File: config.mk
export PLATFORM = sky130hd
export DESIGN_NAME = psx_port_strobe
export DESIGN_NICKNAME = d
export VERILOG_FILES = /design/src/rtl/psx_pkg.sv /design/src/rtl/psx_pulse.sv /design/src/rtl/psx_port_strobe.sv
export VERILOG_INCLUDE_DIRS = /design/src /design/src/rtl
export SDC_FILE = /design/constraint.sdc
export NUM_CORES = 1
export LEC_CHECK = 0
export BUFFER_PORTS_ARGS = -buffer_cell sky130_fd_sc_hd__buf_2
export CAP_MARGIN = 20
export CORE_ASPECT_RATIO = 0.5
export CORE_MARGIN = 4
export CORE_UTILIZATION = 30
export CTS_CLUSTER_DIAMETER = 80
export CTS_CLUSTER_SIZE = 12
export DETAILED_ROUTE_END_ITERATION = 10
export PLACE_DENSITY = 0.58
export SKIP_CTS_REPAIR_TIMING = 1
export SLEW_MARGIN = 20
export SYNTH_ARGS = -nofsm -noshare
export SYNTH_HDL_FRONTEND = slang
export SYNTH_HIERARCHICAL = 1
export SYNTH_SLANG_ARGS = --single-unit
File: constraint.sdc
create_clock -name clk -period 1.99 [get_ports clk]
set_input_delay 0.0995 -clock clk [delete_from_list [all_inputs] [get_ports clk]]
set_output_delay 0.0995 -clock clk [all_outputs]
set_load 0.005 [all_outputs]
File: src/rtl/psx_defines.svh
// constants for the port strobe and external memory strobe block
`ifndef PSX_DEFINES_SVH
`define PSX_DEFINES_SVH
// strobe active time in clock cycles
`define PSX_STROBE_CYCLES 2
// delay from port write to write strobe
`define PSX_WR_DELAY 2
// delay from port read to read strobe
`define PSX_RD_DELAY 3
// port sample pipeline depth (value read comes from the first stage, pins one cycle before the read)
`define PSX_SAMPLE_DEPTH 3
// reset values
`define PSX_PORT_RESET 8'h00
`define PSX_ADDR_RESET 16'h0000
// stretch field width
`define PSX_STRETCH_W 3
`endif

File: src/rtl/psx_pkg.sv
// types shared by the port strobe block
package psx_pkg;
    typedef struct packed {
        logic rd_n;
        logic wr_n;
        logic cs_n;
    } psx_strobe_type;
    typedef struct packed {
        logic [15:0] addr;
        logic addr_oe_n;
        logic [7:0] data;
        logic data_oe_n;
    } psx_bus_type;
    typedef enum logic [3:0] {
        PSX_IDLE = 4'h1,
        PSX_WAIT = 4'h2,
        PSX_STB = 4'h4,
        PSX_DONE = 4'h8
    } psx_state_type;
endpackage : psx_pkg

File: src/rtl/psx_pulse.sv
// delayed fixed-width pulse generator for one strobe
`timescale 1ns/1ps
`default_nettype none
module psx_pulse #(
    parameter logic [3:0] DELAY = 4'h2,
    parameter logic [3:0] WIDTH = 4'h2
) (
    input wire logic clk,
    input wire logic rst,
    input wire logic trig,
    output logic busy,
    output logic active
);
    psx_pkg::psx_state_type state_q;
    logic [3:0] cnt_q;

    // ------------------------------------------------------------
    // delay then hold state machine
    // ------------------------------------------------------------
    // a trigger while busy is dropped; firmware cannot access faster than this
    always_ff @(posedge clk) begin
        if (rst) begin
            state_q <= psx_pkg::PSX_IDLE;
            cnt_q <= 4'h0;
        end else begin
            case (state_q)
                psx_pkg::PSX_IDLE: begin
                    if (trig) begin
                        state_q <= psx_pkg::PSX_WAIT;
                        cnt_q <= 4'h1;
                    end
                end
                psx_pkg::PSX_WAIT: begin
                    if (cnt_q == DELAY) begin
                        state_q <= psx_pkg::PSX_STB;
                        cnt_q <= 4'h1;
                    end else begin
                        cnt_q <= cnt_q + 4'h1;
                    end
                end
                psx_pkg::PSX_STB: begin
                    if (cnt_q == WIDTH) begin
                        state_q <= psx_pkg::PSX_IDLE;
                        cnt_q <= 4'h0;
                    end else begin
                        cnt_q <= cnt_q + 4'h1;
                    end
                end
                default: begin
                    state_q <= psx_pkg::PSX_IDLE;
                    cnt_q <= 4'h0;
                end
            endcase
        end
    end

    assign busy = (state_q != psx_pkg::PSX_IDLE);
    assign active = (state_q == psx_pkg::PSX_STB);
endmodule : psx_pulse
`default_nettype wire

File: src/rtl/psx_port_strobe.sv
// port strobe generation and external data memory strobes
`timescale 1ns/1ps
`default_nettype none
`include "psx_defines.svh"

module psx_port_strobe (
    input wire logic clk,
    input wire logic rst,
    input wire logic port_strobe_enable,
    input wire logic port_wr,
    input wire logic [7:0] port_wdata,
    input wire logic port_rd,
    input wire logic [7:0] port_pins_in,
    output logic [7:0] port_rdata,
    output logic [7:0] third_io_port_out,
    input wire logic xmem_req,
    input wire logic xmem_write,
    input wire logic xmem_code,
    input wire logic xmem_ptr_sel,
    input wire logic [15:0] xmem_addr,
    input wire logic [7:0] xmem_wdata,
    input wire logic [`PSX_STRETCH_W-1:0] stretch,
    output logic xmem_busy,
    output logic [7:0] xmem_rdata,
    input wire logic [7:0] bus_data_in,
    output psx_pkg::psx_bus_type bus_out,
    output psx_pkg::psx_strobe_type strobe_out
);
    logic [7:0] port_q;
    logic [7:0] samp_q [`PSX_SAMPLE_DEPTH];
    logic wr_busy, wr_act, rd_busy, rd_act;
    logic cyc_q, wr_q, code_q, sel_q;
    logic [15:0] addr_q;
    logic [7:0] wdata_q;
    logic [3:0] len_q, cnt_q;
    logic mem_stb;
    logic rd_n_d, wr_n_d, cs_n_d, addr_oe_n_d, data_oe_n_d;

    // ------------------------------------------------------------
    // port output latch and input sampling
    // ------------------------------------------------------------
    always_ff @(posedge clk) begin
        if (rst) begin
            port_q <= `PSX_PORT_RESET;
        end else if (port_wr) begin
            port_q <= port_wdata;
        end
    end

    // pins are sampled every cycle, never on the strobe itself
    genvar gi;
    generate
        for (gi = 0; gi < `PSX_SAMPLE_DEPTH; gi++) begin : g_samp
            // head stage split off so no stage ever indexes below zero
            if (gi == 0) begin : g_head
                always_ff @(posedge clk) begin
                    if (rst) begin
                        samp_q[gi] <= `PSX_PORT_RESET;
                    end else begin
                        samp_q[gi] <= port_pins_in;
                    end
                end
            end else begin : g_tail
                always_ff @(posedge clk) begin
                    if (rst) begin
                        samp_q[gi] <= `PSX_PORT_RESET;
                    end else begin
                        samp_q[gi] <= samp_q[gi-1];
                    end
                end
            end
        end
    endgenerate

    // read captures the value on the pins; the rd_n strobe pin follows four cycles later
    always_ff @(posedge clk) begin
        if (rst) begin
            port_rdata <= `PSX_PORT_RESET;
        end else if (port_rd) begin
            port_rdata <= samp_q[0];
        end
    end

    // ------------------------------------------------------------
    // port strobe pulse generators
    // ------------------------------------------------------------
    // triggers gated by the enable so disabled accesses stay silent
    psx_pulse #(.DELAY(4'(`PSX_WR_DELAY)), .WIDTH(4'(`PSX_STROBE_CYCLES))) u_wr_pulse (
        .clk(clk),
        .rst(rst),
        .trig(port_wr && port_strobe_enable),
        .busy(wr_busy),
        .active(wr_act)
    );

    psx_pulse #(.DELAY(4'(`PSX_RD_DELAY)), .WIDTH(4'(`PSX_STROBE_CYCLES))) u_rd_pulse (
        .clk(clk),
        .rst(rst),
        .trig(port_rd && port_strobe_enable),
        .busy(rd_busy),
        .active(rd_act)
    );

    // ------------------------------------------------------------
    // external memory cycle sequencer
    // ------------------------------------------------------------
    // cycle run and length counter; a request during a cycle is not taken
    always_ff @(posedge clk) begin
        if (rst) begin
            cyc_q <= 1'b0;
            cnt_q <= 4'h0;
        end else if (!cyc_q) begin
            if (xmem_req) begin
                cyc_q <= 1'b1;
                cnt_q <= 4'h0;
            end
        end else if (cnt_q == len_q) begin
            cyc_q <= 1'b0;
        end else begin
            cnt_q <= cnt_q + 4'h1;
        end
    end

    // request attributes held for the whole cycle so pins cannot shift mid-cycle
    always_ff @(posedge clk) begin
        if (rst) begin
            wr_q <= 1'b0;
            code_q <= 1'b0;
            sel_q <= 1'b0;
            addr_q <= `PSX_ADDR_RESET;
            wdata_q <= 8'h00;
            len_q <= 4'h0;
        end else if (!cyc_q && xmem_req) begin
            wr_q <= xmem_write && !xmem_code;
            code_q <= xmem_code;
            sel_q <= xmem_ptr_sel;
            addr_q <= xmem_addr;
            wdata_q <= xmem_wdata;
            // stretch lengthens only data cycles; code fetches use the base length
            len_q <= xmem_code ? 4'h2 : 4'h2 + 4'(stretch);
        end
    end

    // strobe covers all but the first address cycle; code fetches have no strobe
    assign mem_stb = cyc_q && (cnt_q != 4'h0) && !code_q;

    // read data captured at the last strobe cycle
    always_ff @(posedge clk) begin
        if (rst) begin
            xmem_rdata <= 8'h00;
        end else if (mem_stb && !wr_q && cnt_q == len_q) begin
            xmem_rdata <= bus_data_in;
        end
    end

    // ------------------------------------------------------------
    // next pin levels
    // ------------------------------------------------------------
    // the pins are shared, so port strobes and memory strobes are ORed
    always_comb begin
        rd_n_d = !(rd_act || (mem_stb && !wr_q));
        wr_n_d = !(wr_act || (mem_stb && wr_q));
        cs_n_d = !(cyc_q && !code_q);
        // first pointer drives only under a strobe, second throughout
        // a fetch has no strobe here, so its address stands for the whole cycle
        addr_oe_n_d = !(cyc_q && (sel_q || mem_stb || code_q));
        data_oe_n_d = !(cyc_q && wr_q);
    end

    // ------------------------------------------------------------
    // registered pin outputs
    // ------------------------------------------------------------
    // strobes idle high through reset so the far side sees no false edge
    always_ff @(posedge clk) begin
        if (rst) begin
            strobe_out <= '{rd_n: 1'b1, wr_n: 1'b1, cs_n: 1'b1};
        end else begin
            strobe_out.rd_n <= rd_n_d;
            strobe_out.wr_n <= wr_n_d;
            strobe_out.cs_n <= cs_n_d;
        end
    end

    // address and data bus with their drive enables
    always_ff @(posedge clk) begin
        if (rst) begin
            bus_out <= '{addr: `PSX_ADDR_RESET, addr_oe_n: 1'b1, data: 8'h00, data_oe_n: 1'b1};
        end else begin
            bus_out.addr <= addr_q;
            bus_out.addr_oe_n <= addr_oe_n_d;
            bus_out.data <= wdata_q;
            bus_out.data_oe_n <= data_oe_n_d;
        end
    end

    // busy covers the port pulses too, so firmware can space its accesses
    always_ff @(posedge clk) begin
        if (rst) begin
            xmem_busy <= 1'b0;
        end else begin
            xmem_busy <= cyc_q || xmem_req || wr_busy || rd_busy;
        end
    end

    // port latch to the pins, one cycle behind the firmware write
    always_ff @(posedge clk) begin
        if (rst) begin
            third_io_port_out <= `PSX_PORT_RESET;
        end else begin
            third_io_port_out <= port_q;
        end
    end
endmodule : psx_port_strobe
`default_nettype wire

== After elaboration in Yosys (flattened, before gate mapping) ==
Memory sizes are Yosys's and may differ from the RTL's.
Cells that the tools add are included.
W data, S select, Z words.
Word-level totals
  bits in registers: 114
  bits in writable memories: 24
  input port bits: 60
  output and inout bits: 54
  logic and storage cells: 113
  memories kept: 1
Cells by class
  add/subtract/negate cells: 4
  eq/ne operators: 19
  multiplexer cells: 29
  bitwise logic cells: 3
  reductions and logical operators: 33
Memory list
  samp_q: words 3, bits a word 8, read ports 2, clocked after Yosys merged registers in 0, wr ports 3, RTL line psx_port_strobe.sv:30  | logic [7:0] samp_q [`PSX_SAMPLE_DEPTH];
Operators with widths (number)
  $mux W4: 16
  $pmux W4 S3: 4
  $mux W8: 3
  $eq A4 B2 Y1 const B: 5
  $add A4 B1 Y4 const B: 3
  $logic_and A1 B1 Y1: 12
  $ne A2 B1 Y1 const B: 6
  $logic_not A1 Y1: 9
  $eq A4 B1 Y1 const B: 2
  $eq A4 B3 Y1 const B: 2
  $ne A4 B1 Y1 const B: 2
  $logic_or A1 B1 Y1: 7
  $mux W1: 6
  $reduce_and A3 Y1: 2
  $add A2 B3 Y4 const A: 1
  $eq A4 B4 Y1: 1
  $reduce_bool A4 Y1: 1
  $or A1 B1 Y1: 3
  $ne A2 B2 Y1 const B: 1
  $reduce_and A2 Y1: 1
  $reduce_bool A2 Y1: 1

== Logic depth before layout (Yosys ltp) ==
Gate-level depths: netlist (run 1).
  depth after elaboration: 7
  gate-level depth with buffers: 7
  depth with buffers taken out: 6

== Modules after synthesis ==
Netlist (run 1), hierarchy kept.
By module, submodules not included
  psx_port_strobe: times used 1, cells an instance 368, area an instance 3580.9 µm², seq. area each 2122.0 µm²
  psx_pulse (u_rd_pulse): times used 1, cells an instance 51, area an instance 441.7 µm², seq. area each 140.1 µm²
  psx_pulse (u_wr_pulse): times used 1, cells an instance 45, area an instance 386.6 µm², seq. area each 140.1 µm²

== Least setup slack after synthesis (run 1) ==
Ideal clock, no wire load.
  path type: register to register
  start: reg u_wr_pulse.cnt_q[0]
  end: reg u_wr_pulse.cnt_q[2]
  library setup time: 0.074 ns
  arrival time: 1.725 ns
  data required time: 1.916 ns
  setup slack: 0.191 ns
  cell stages (with the launch flop): 7
  buffers on the path: 0
  clock period less this slack: 1.799 ns
  path through: dfxtp_1 > inv_1 > ha_1 > nor3b_1 > or3_4 > or4b_1 > a31oi_1
On the way
  longest elaborated chain between the ends: 3
Ends and longest elaborated chain
  from (decl): RTL line psx_pulse.sv:15  | logic [3:0] cnt_q;
  from (signal assigned): RTL line psx_pulse.sv:38  | cnt_q <= cnt_q + 4'h1;
  from (signal assigned): RTL line psx_pulse.sv:46  | cnt_q <= cnt_q + 4'h1;
  $add A4 B1 Y4 or $eq A4 B2 Y1 (tied branches)
  $mux W4 (on tied branches): RTL line psx_pulse.sv:42, psx_pulse.sv:34
  $pmux W4 S3 *: RTL line psx_pulse.sv:26  | case (state_q)
Mark *: on every way between the ends. The rest lies on a longest branch, timed or not.
A chain may end at the register's enable or synchronous reset.

== Worst setup path in the final report (run 1) ==
Same ends and word-level chain as after synthesis.

==> results.md, run 1 <==
* Register area share after synthesis at 54.5%
* Flops & latches, synth at 120
* Clk sinks at 120
* NetSw at around 1.4 mW
* Root buf cell: clkbuf_16
* Reg power frac at between 40% and 50%
* Fmax at 546 MHz
* Drt drc at 0
* Inst Count DP at 753
* Syn_nets at 532
* Share of total power in combinational logic at 8.7%
* Port Buffers at 113
* Netlist Area Pre-Place at about 4400 µm²
* Die area at ~17000 µm²
* CORE AREA at 14000 µm²
* CTS clk-pin slew, worst paths at 0.05 ns
* Setup-failing EPs final at 0
* Syn-to-layout area delta at 43.0%
* Initial antenna violation count at 1
* Startpoint Class: flop
* CP Capture Type: flop
* Setup Skew at 0.00857 ns
* Internal power at 4.63 mW
* WL per Instance at 12.6 µm
* Final ANT Viol Nets at 0
* Initial core utilization at between 30% and 40%
* Worst Tran Pin Value at ~0.45 ns
* Setup TNS Final at 0 ns
* Number of I/O pins at roughly 110
* Share of cells above drive strength 1 at 26.5%
* HPWL after DPL at 6.91 mm
* Max-slew violation count at 0
* Global placer's final weighted congestion at 0.754
* CP Data Required Time at 2.31 ns
* Status: finished, violations left
* First-pass GRT wire length at 16.3 mm
* HP Class: primary input to flop
* GR Overflow Total at 0
* Worst slew margin at a little over two thirds
* Switching share of total power at approximately a quarter
* Failing checks: hold timing
* Crit share post-route at 92.0%
* GR Util All Layers at 11.9%
* Nets@finish at 700
* Main flop type after synthesis: dfxtp_1
* Pin count of the biggest net entering global routing at 38
* Vias per cell at 4.40
* RSZ-0062 raised after global routing: no
* Syn Inst Count at around 460
* Period minus WS final at 1.83 ns
* Worst-path fanout max at 5
* Worst hold slack at -0.0398 ns
* Post-Route WL at 10.6 mm
* Number of flops mapped to enable cells by yosys at 0
* H-tree levels at 4
* Filler-free cell count of the finished design at 837
* Avg Inst Size Synth at ~9.5 µm²
* Vias in the first global route at 3392
* CTS tree: built
* Pre-Repair DR Iteration Count at 4
* Final hold vios at 1
* CTS buffer count at 17
* Distinct cell type count after synthesis at 53
* Peak VDD IR at 0.000664 V
* Post-synth ARST share at 0%
* Worst skew pair latency at around 0.4 ns
* Die H at 93.7 µm
* Clk pwr share at 49.0%
* Critical path class: flop to flop
* Cell Pwr Density at 961 nW/µm²
* Max-Cap Viols at 0
* Maximum clock path buffer count at 2
* 1st-iter DRT viols at 163
* Diode count at 0
* Vias at about 3700
* Die Wd at 179 µm
* Static leakage at 2.71 nW
* Ys Warns at 6
* WP data arrival at 2.16 ns
* # rows at 30
kinds of logic after synthesis:
family                   synth area share, %
AND/OR/NAND/NOR                         25.7
flip-flops                              54.5
AO/OA/AOI/OAI                           9.65
buffers and inverters                   2.84
multiplexers                            3.63
adder cells (fa/ha/maj)                 2.27
XOR/XNOR                                1.39
worst paths after layout:
kind	startpoint	end	slack (ns)	cells past startpoint
worst max-delay path	u_wr_pulse/cnt_q[0]	u_wr_pulse/cnt_q[2]	0.16	6
worst min-delay path	port_wdata[5]	port_q[5]	-0.04	3
worst max register to register	u_wr_pulse/cnt_q[0]	u_wr_pulse/cnt_q[2]	0.16	6
worst min register to register	sel_q	bus_out[9]	0.44	1
worst max-delay path: stages (launching register included):
cell     delay, ns
dfxtp_2       0.34
inv_1         0.06
ha_1          0.18
nor3b_1       0.15
or3_4         0.40
or4b_1        0.48
a31oi_1       0.16
state kept, by name (all words and copies together), names as in the netlist:
signal	count
third_io_port_out	8
u_wr_pulse/state_q	3
cyc_q	1
port_q	8
wdata_q	8
cnt_q	4
port_rdata	8
u_rd_pulse/state_q	3
samp_q	8
xmem_busy	1
bus_out	26
xmem_rdata	8
sel_q	1
wr_q	1
u_rd_pulse/cnt_q	4
u_wr_pulse/cnt_q	4
addr_q	16
code_q	1
len_q	4
strobe_out	3
cells in the final DEF, fill, tap and decap left out, types with 2 or more instances in the layout:
| master | count |
|---|---|
| nor3_1 | 4 |
| clkinvlp_4 | 4 |
| inv_6 | 3 |
| inv_1 | 7 |
| a211oi_1 | 2 |
| xnor2_1 | 3 |
| dfxtp_1 | 119 |
| nor2b_1 | 41 |
| bufinv_16 | 2 |
| and2_1 | 2 |
| nand4b_1 | 9 |
| ha_1 | 8 |
| xor2_1 | 4 |
| buf_2 | 112 |
| a31oi_1 | 3 |
| o21bai_1 | 2 |
| clkinv_4 | 2 |
| o21ai_0 | 12 |
| dlygate4sd3_1 | 52 |
| a21oi_1 | 41 |
| buf_4 | 8 |
| nand2b_1 | 14 |
| nor3b_2 | 3 |
| nor3b_1 | 3 |
| nand3_1 | 13 |
| a21o_1 | 2 |
| clkinv_2 | 3 |
| mux2i_1 | 16 |
| nand2_1 | 66 |
| clkbuf_16 | 17 |
| o22a_1 | 2 |
| nor2_1 | 32 |
| nand3b_1 | 3 |
power by group through the flow:
stage	Sequential (mW)	Clock, mW	Combinational (mW)
6_report	2.57	2.97	0.524
3_5_place_dp	2.62	0	0.451
3_3_place_gp	2.62	0	0.445
4_1_cts	2.57	3.06	0.453
2_1_floorplan	2.61	0	0.270
5_1_grt	2.58	3.17	0.588
synth_stat cells (2+ instances only):
cell | count | area share (%)
nor3b_1 | 3 | 0.51
a31oi_1 | 3 | 0.43
ha_1 | 8 | 2.3
clkbuf_1 | 20 | 1.7
buf_2 | 4 | 0.45
o22a_1 | 2 | 0.40
nand3_1 | 13 | 1.5
nand2_1 | 66 | 5.6
nand3b_1 | 3 | 0.51
o21ai_0 | 12 | 1.4
xnor2_1 | 3 | 0.60
nand4b_1 | 9 | 1.8
a21o_1 | 2 | 0.34
and2_1 | 2 | 0.28
xor2_1 | 4 | 0.79
a21oi_1 | 41 | 4.7
o21bai_1 | 2 | 0.34
nor2_1 | 32 | 2.7
dfxtp_1 | 120 | 54
mux2i_1 | 16 | 3.6
nor2b_1 | 42 | 6.0
inv_1 | 7 | 0.60
nand2b_1 | 14 | 2.0
a211oi_1 | 2 | 0.34
nor3b_2 | 3 | 0.85
nor3_1 | 4 | 0.45
routing by layer:
layer  part of all wire, %  track usage [%]  vias to the layer above
met2                    50             20.0                       51
met4                  0.84             5.26                        2
met5                  0.12                0                        -
met3                   3.4             3.87                        8
met1                    45             14.1                     1721
li1                      -                -                     1900
metrics by stage:
| stage | util, % | power [mW] | worst slack [ns] | instance area [µm²] |
|---|---|---|---|---|
| 6_report | 45.1 | 6.06 | 0.159 | 6300 |
| 5_1_grt | 45.1 | 6.33 | 0.0449 | 6300 |
| 4_1_cts | 41.4 | 6.08 | 0.103 | 5780 |
| 3_5_place_dp | 37.3 | 3.07 | 0.127 | 5200 |
| 3_3_place_gp | 37.3 | 3.06 | 0.169 | 5200 |
| 2_1_floorplan | - | 2.88 | 0.191 | 4410 |
cell type report:
type / instances / area (µm²)
clock buffer: 18 / 429
sequential: 120 / 2400
fill: 1368 / 7660
clock inverter: 14 / 149
inverter: 8 / 30.0
tap: 192 / 240
multi-input combinational: 312 / 1890
timing repair buffer: 173 / 1160
Power figures use the tool's default switching activity.
==> run 2: changes to the inputs <==
CTS_CLUSTER_DIAMETER = not set   (was 80)
SYNTH_HIERARCHICAL = not set   (was 1)
==> results.md, run 2 <==
* Status: finished, violations left (unchanged)
* Failing checks: hold timing (unchanged)
* Filler-free cell count of the finished design at 840 (was 837)
* Worst skew pair latency at 0.40 ns (about the same)
* Final hold vios at 2 (was 1)
* Vias in the first global route at 3478 (was 3392)
* Vias at 3736 (was 3682)
* Vias per cell at 4.45 (was 4.40)
* Total chip power at 6.38 mW (was 6.06 mW)
* Diode count at 0 (unchanged)
* CP Data Required Time at 2.31 ns (about the same)
* Hold Path Depth at 3 (unchanged)
* GR Overflow Total at 0 (unchanged)
* WP data arrival at 2.18 ns (was 2.16 ns)
* Initial antenna violation count at 0 (was 1)
* Worst slew margin at 64.1% (was 70.1%)
* NetSw at 1.57 mW (was 1.43 mW)
* DP Area at 5220 µm² (was 5200 µm²)
* Root buf cell: clkbuf_16 (unchanged)
* HPWL after DPL at 6.84 mm (was 6.91 mm)
* Share of cells above drive strength 1 at 26.9% (was 26.5%)
* Commonest non-fill, non-tap cells in the layout: dfxtp_1 (120), buf_2 (112), nand2_1 (65), dlygate4sd3_1 (49), a21oi_1 (48) (was dfxtp_1 (119), buf_2 (112), nand2_1 (66), dlygate4sd3_1 (52))
* Syn-to-layout area delta at 42.9% (was 43.0%)
* Peak VDD IR at 0.000522 V (was 0.000664 V)
* Clk sinks at 120 (unchanged)
* Nets@finish at 696 (was 700)
* Max reg flops at 26 (unchanged)
* Pin count of the biggest net entering global routing at 49 (was 38)
* H-tree levels at 4 (unchanged)
* Internal power at 4.81 mW (was 4.63 mW)
* Switching share of total power at 24.7% (was 23.6%)
* Yosys top cell area share at 54.3% (was 54.5%)
* Setup TNS Final at 0 ns (unchanged)
* Cell Pwr Density at 1010 nW/µm² (was 961 nW/µm²)
* Fmax at 540 MHz (was 546 MHz)
* Die H at 93.8 µm (was 93.7 µm)
* GR Util All Layers at 11.9% (about the same)
* Setup-failing EPs final at 0 (unchanged)
* Cells along the critical path: inv_1 > ha_1 > nor3b_2 > nor3_1 > or4b_2 > a31oi_1 (was inv_1 > ha_1 > nor3b_1 > or3_4 > or4b_1 > a31oi_1)
* Commonest non-fill, non-tap cell in the layout: dfxtp_1 (unchanged)
* Critical path class: flop to flop (unchanged)
* Die Wd at 180 µm (was 179 µm)
* Startpoint Class: flop (unchanged)
* Top-count cell post-synth: dfxtp_1 (unchanged)
* Largest regs: bus_out: 26 flops, addr_q: 16 flops (unchanged)
* CP peak stage delay at 0.60 ns (was 0.48 ns)
* Reg-to-reg endpoint: u_wr_pulse.cnt_q[3] (was u_wr_pulse/cnt_q[2])
* Hold Path Origin: bus_data_in[0] (was port_wdata[5])
* Number of flops mapped to enable cells by yosys at 0 (unchanged)
* 1st-iter DRT viols at 155 (was 163)
* Hold endpoint: xmem_rdata[0] (was port_q[5])
* RSZ-0062 raised after global routing: no (unchanged)
* Max-slew violation count at 0 (unchanged)
* First-pass GRT wire length at 16.3 mm (about the same)
* Share of total power in combinational logic at 11.3% (was 8.7%)
* Main flop type after synthesis: dfxtp_1 (unchanged)
* Post-Route WL at 10.2 mm (was 10.6 mm)
* Max-Cap Viols at 0 (unchanged)
* Worst Setup Slack, final at 0.137 ns (was 0.159 ns)
* Syn_nets at 532 (unchanged)
* Worst hold slack at -0.00197 ns (was -0.0398 ns)
* Largest Register: bus_out (unchanged)
* Netlist Area Pre-Place at 4420 µm² (was 4410 µm²)
* CORE AREA at 14400 µm² (was 14000 µm²)
* Period minus WS final at 1.85 ns (was 1.83 ns)
* Crit share post-route at 93.1% (was 92.0%)
* Setup Skew at 0.00936 ns (was 0.00857 ns)
* CP Capture Type: flop (unchanged)
* CP max stage cell: or4b_2 (was or4b_1)
* Avg Inst Size Synth at 9.51 µm² (was 9.50 µm²)
* Ranking of synthesized cells by area: dfxtp_1 (54%), nor2b_1 (5.9%), nand2_1 (5.5%) (was dfxtp_1 (54%), nor2b_1 (6.0%), nand2_1 (5.6%))
* Leading area contributor after synthesis: dfxtp_1 (unchanged)
* Worst R2R Setup Slack at 0.14 ns (was 0.16 ns)
* Post-synth ARST share at 0% (unchanged)
* WL per Instance at 12.1 µm (was 12.6 µm)
* Reg2reg start: u_wr_pulse.cnt_q[0] (was u_wr_pulse/cnt_q[0])
* CTS clk-pin slew, worst paths at 0.06 ns (was 0.05 ns)
* Global placer's final weighted congestion at 0.815 (was 0.754)
* Post-synth top cells: dfxtp_1 (120), nand2_1 (65), a21oi_1 (48), nor2b_1 (42), nor2_1 (25) (was dfxtp_1 (120), nand2_1 (66), nor2b_1 (42), a21oi_1 (41), nor2_1 (32))
* Static leakage at 2.71 nW (about the same)
* CTS tree: built (unchanged)
* Register area share after synthesis at 54.3% (was 54.5%)
* Inst Count DP at 759 (was 753)
* Final ANT Viol Nets at 0 (unchanged)
* Distinct cell type count after synthesis at 47 (was 53)
* Ys Warns at 0 (was 6)
* Number of I/O pins at 114 (unchanged)
* Syn Inst Count at 465 (was 464)
* Fin area at 6320 µm² (was 6300 µm²)
* Pre-Repair DR Iteration Count at 6 (was 4)
* Worst-path fanout max at 3 (was 5)
* Maximum clock path buffer count at 2 (unchanged)
* Die area at 16900 µm² (was 16800 µm²)
* CTS buffer count at 17 (unchanged)
* Clk pwr share at 47.8% (was 49.0%)
* # rows at 31 (was 30)
* Reg power frac at 40.9% (was 42.4%)
* Place WS at 0.143 ns (was 0.127 ns)
* Drt drc at 0 (unchanged)
* HP Class: primary input to flop (unchanged)
* Flops & latches, synth at 120 (unchanged)
* Worst Tran Pin Value at 0.537 ns (was 0.449 ns)
* Port Buffers at 113 (unchanged)
* Filler instances at 1411 (was 1368)
* Cell count of the worst reg-to-reg path at 6 (unchanged)
* Initial core utilization at 30.6% (was 31.6%)
run 2: cell count changes after synthesis, sizes merged, moves of 3 or more:
cell	before	now
o31ai	1	9
a21oi	41	48
nor2	32	25
nand2b	14	9
o21ai	13	8
clkbuf	20	24
and2	3	0
buf	4	7
run 2: power by group through the flow:
stage / registers, mW / clock network (mW) / logic (mW)
after floorplan: 2.64 / 0 / 0.434
after global placement: 2.66 / 0 / 0.634
after detailed placement: 2.66 / 0 / 0.638
after CTS: 2.61 / 3.13 / 0.646
after global routing: 2.63 / 3.24 / 0.808
final: 2.61 / 3.05 / 0.718
run 2: area by class of cell:
type                    instances  area, µm²  share of cell area (%)
flip-flops and latches        120       2400                    38.0
repair buffers                176       1180                    18.6
multi-input cells             308       1870                    29.5
inverters                       6       22.5                   0.357
clock buffers                  18        439                    6.95
clock inverters                14        164                    2.59
well taps                     198        248                    3.92
run 2: stage by stage:
| stage | utilization (%) | hold WS (ns) |
|---|---|---|
| final | 43.8 | -0.00197 |
| after global routing | 43.8 | 0.00516 |
| after CTS | 40.4 | -0.112 |
| after detailed placement | 36.2 | 0.313 |
| after global placement | 36.2 | 0.307 |
| after floorplan | - | 0.212 |
run 2: routing by layer:
metal / track usage, % / share of wire, % / vias up
li1: - / - / 1922
met1: 13.9 / 43 / 1742
met4: 4.56 / 1.2 / 0
met5: 0 / 0 / -
met3: 3.29 / 3.2 / 11
met2: 21.1 / 53 / 61
run 2: worst max path at each step:
stage | startpoint | end | cells after the start
2_1_floorplan | u_wr_pulse.cnt_q[0] | u_wr_pulse.cnt_q[3] | 6
3_3_place_gp | cnt_q[1] | xmem_rdata[6] | 4
3_5_place_dp | cnt_q[1] | xmem_rdata[6] | 4
4_1_cts | u_wr_pulse.cnt_q[0] | u_wr_pulse.cnt_q[3] | 6
5_1_grt | u_wr_pulse.cnt_q[0] | u_wr_pulse.cnt_q[3] | 6
6_report | u_wr_pulse.cnt_q[0] | u_wr_pulse.cnt_q[3] | 6
run 2: cells by family after synthesis:
logic type | synth area share (%)
fa+ha+maj | 1.98
mux | 4.08
flops | 54.3
simple gates | 23.2
xor+xnor | 1.19
buf+inv | 3.59
compound gates | 11.6
run 2: worst max-delay path: cells and delay by family (launching register included):
kind                     cells  cell delay [ns]
flip-flops                   1             0.35
AO/OA/AOI/OAI                1             0.18
AND/OR/NAND/NOR              3             0.97
buffers and inverters        1             0.08
adder cells (fa/ha/maj)      1             0.19
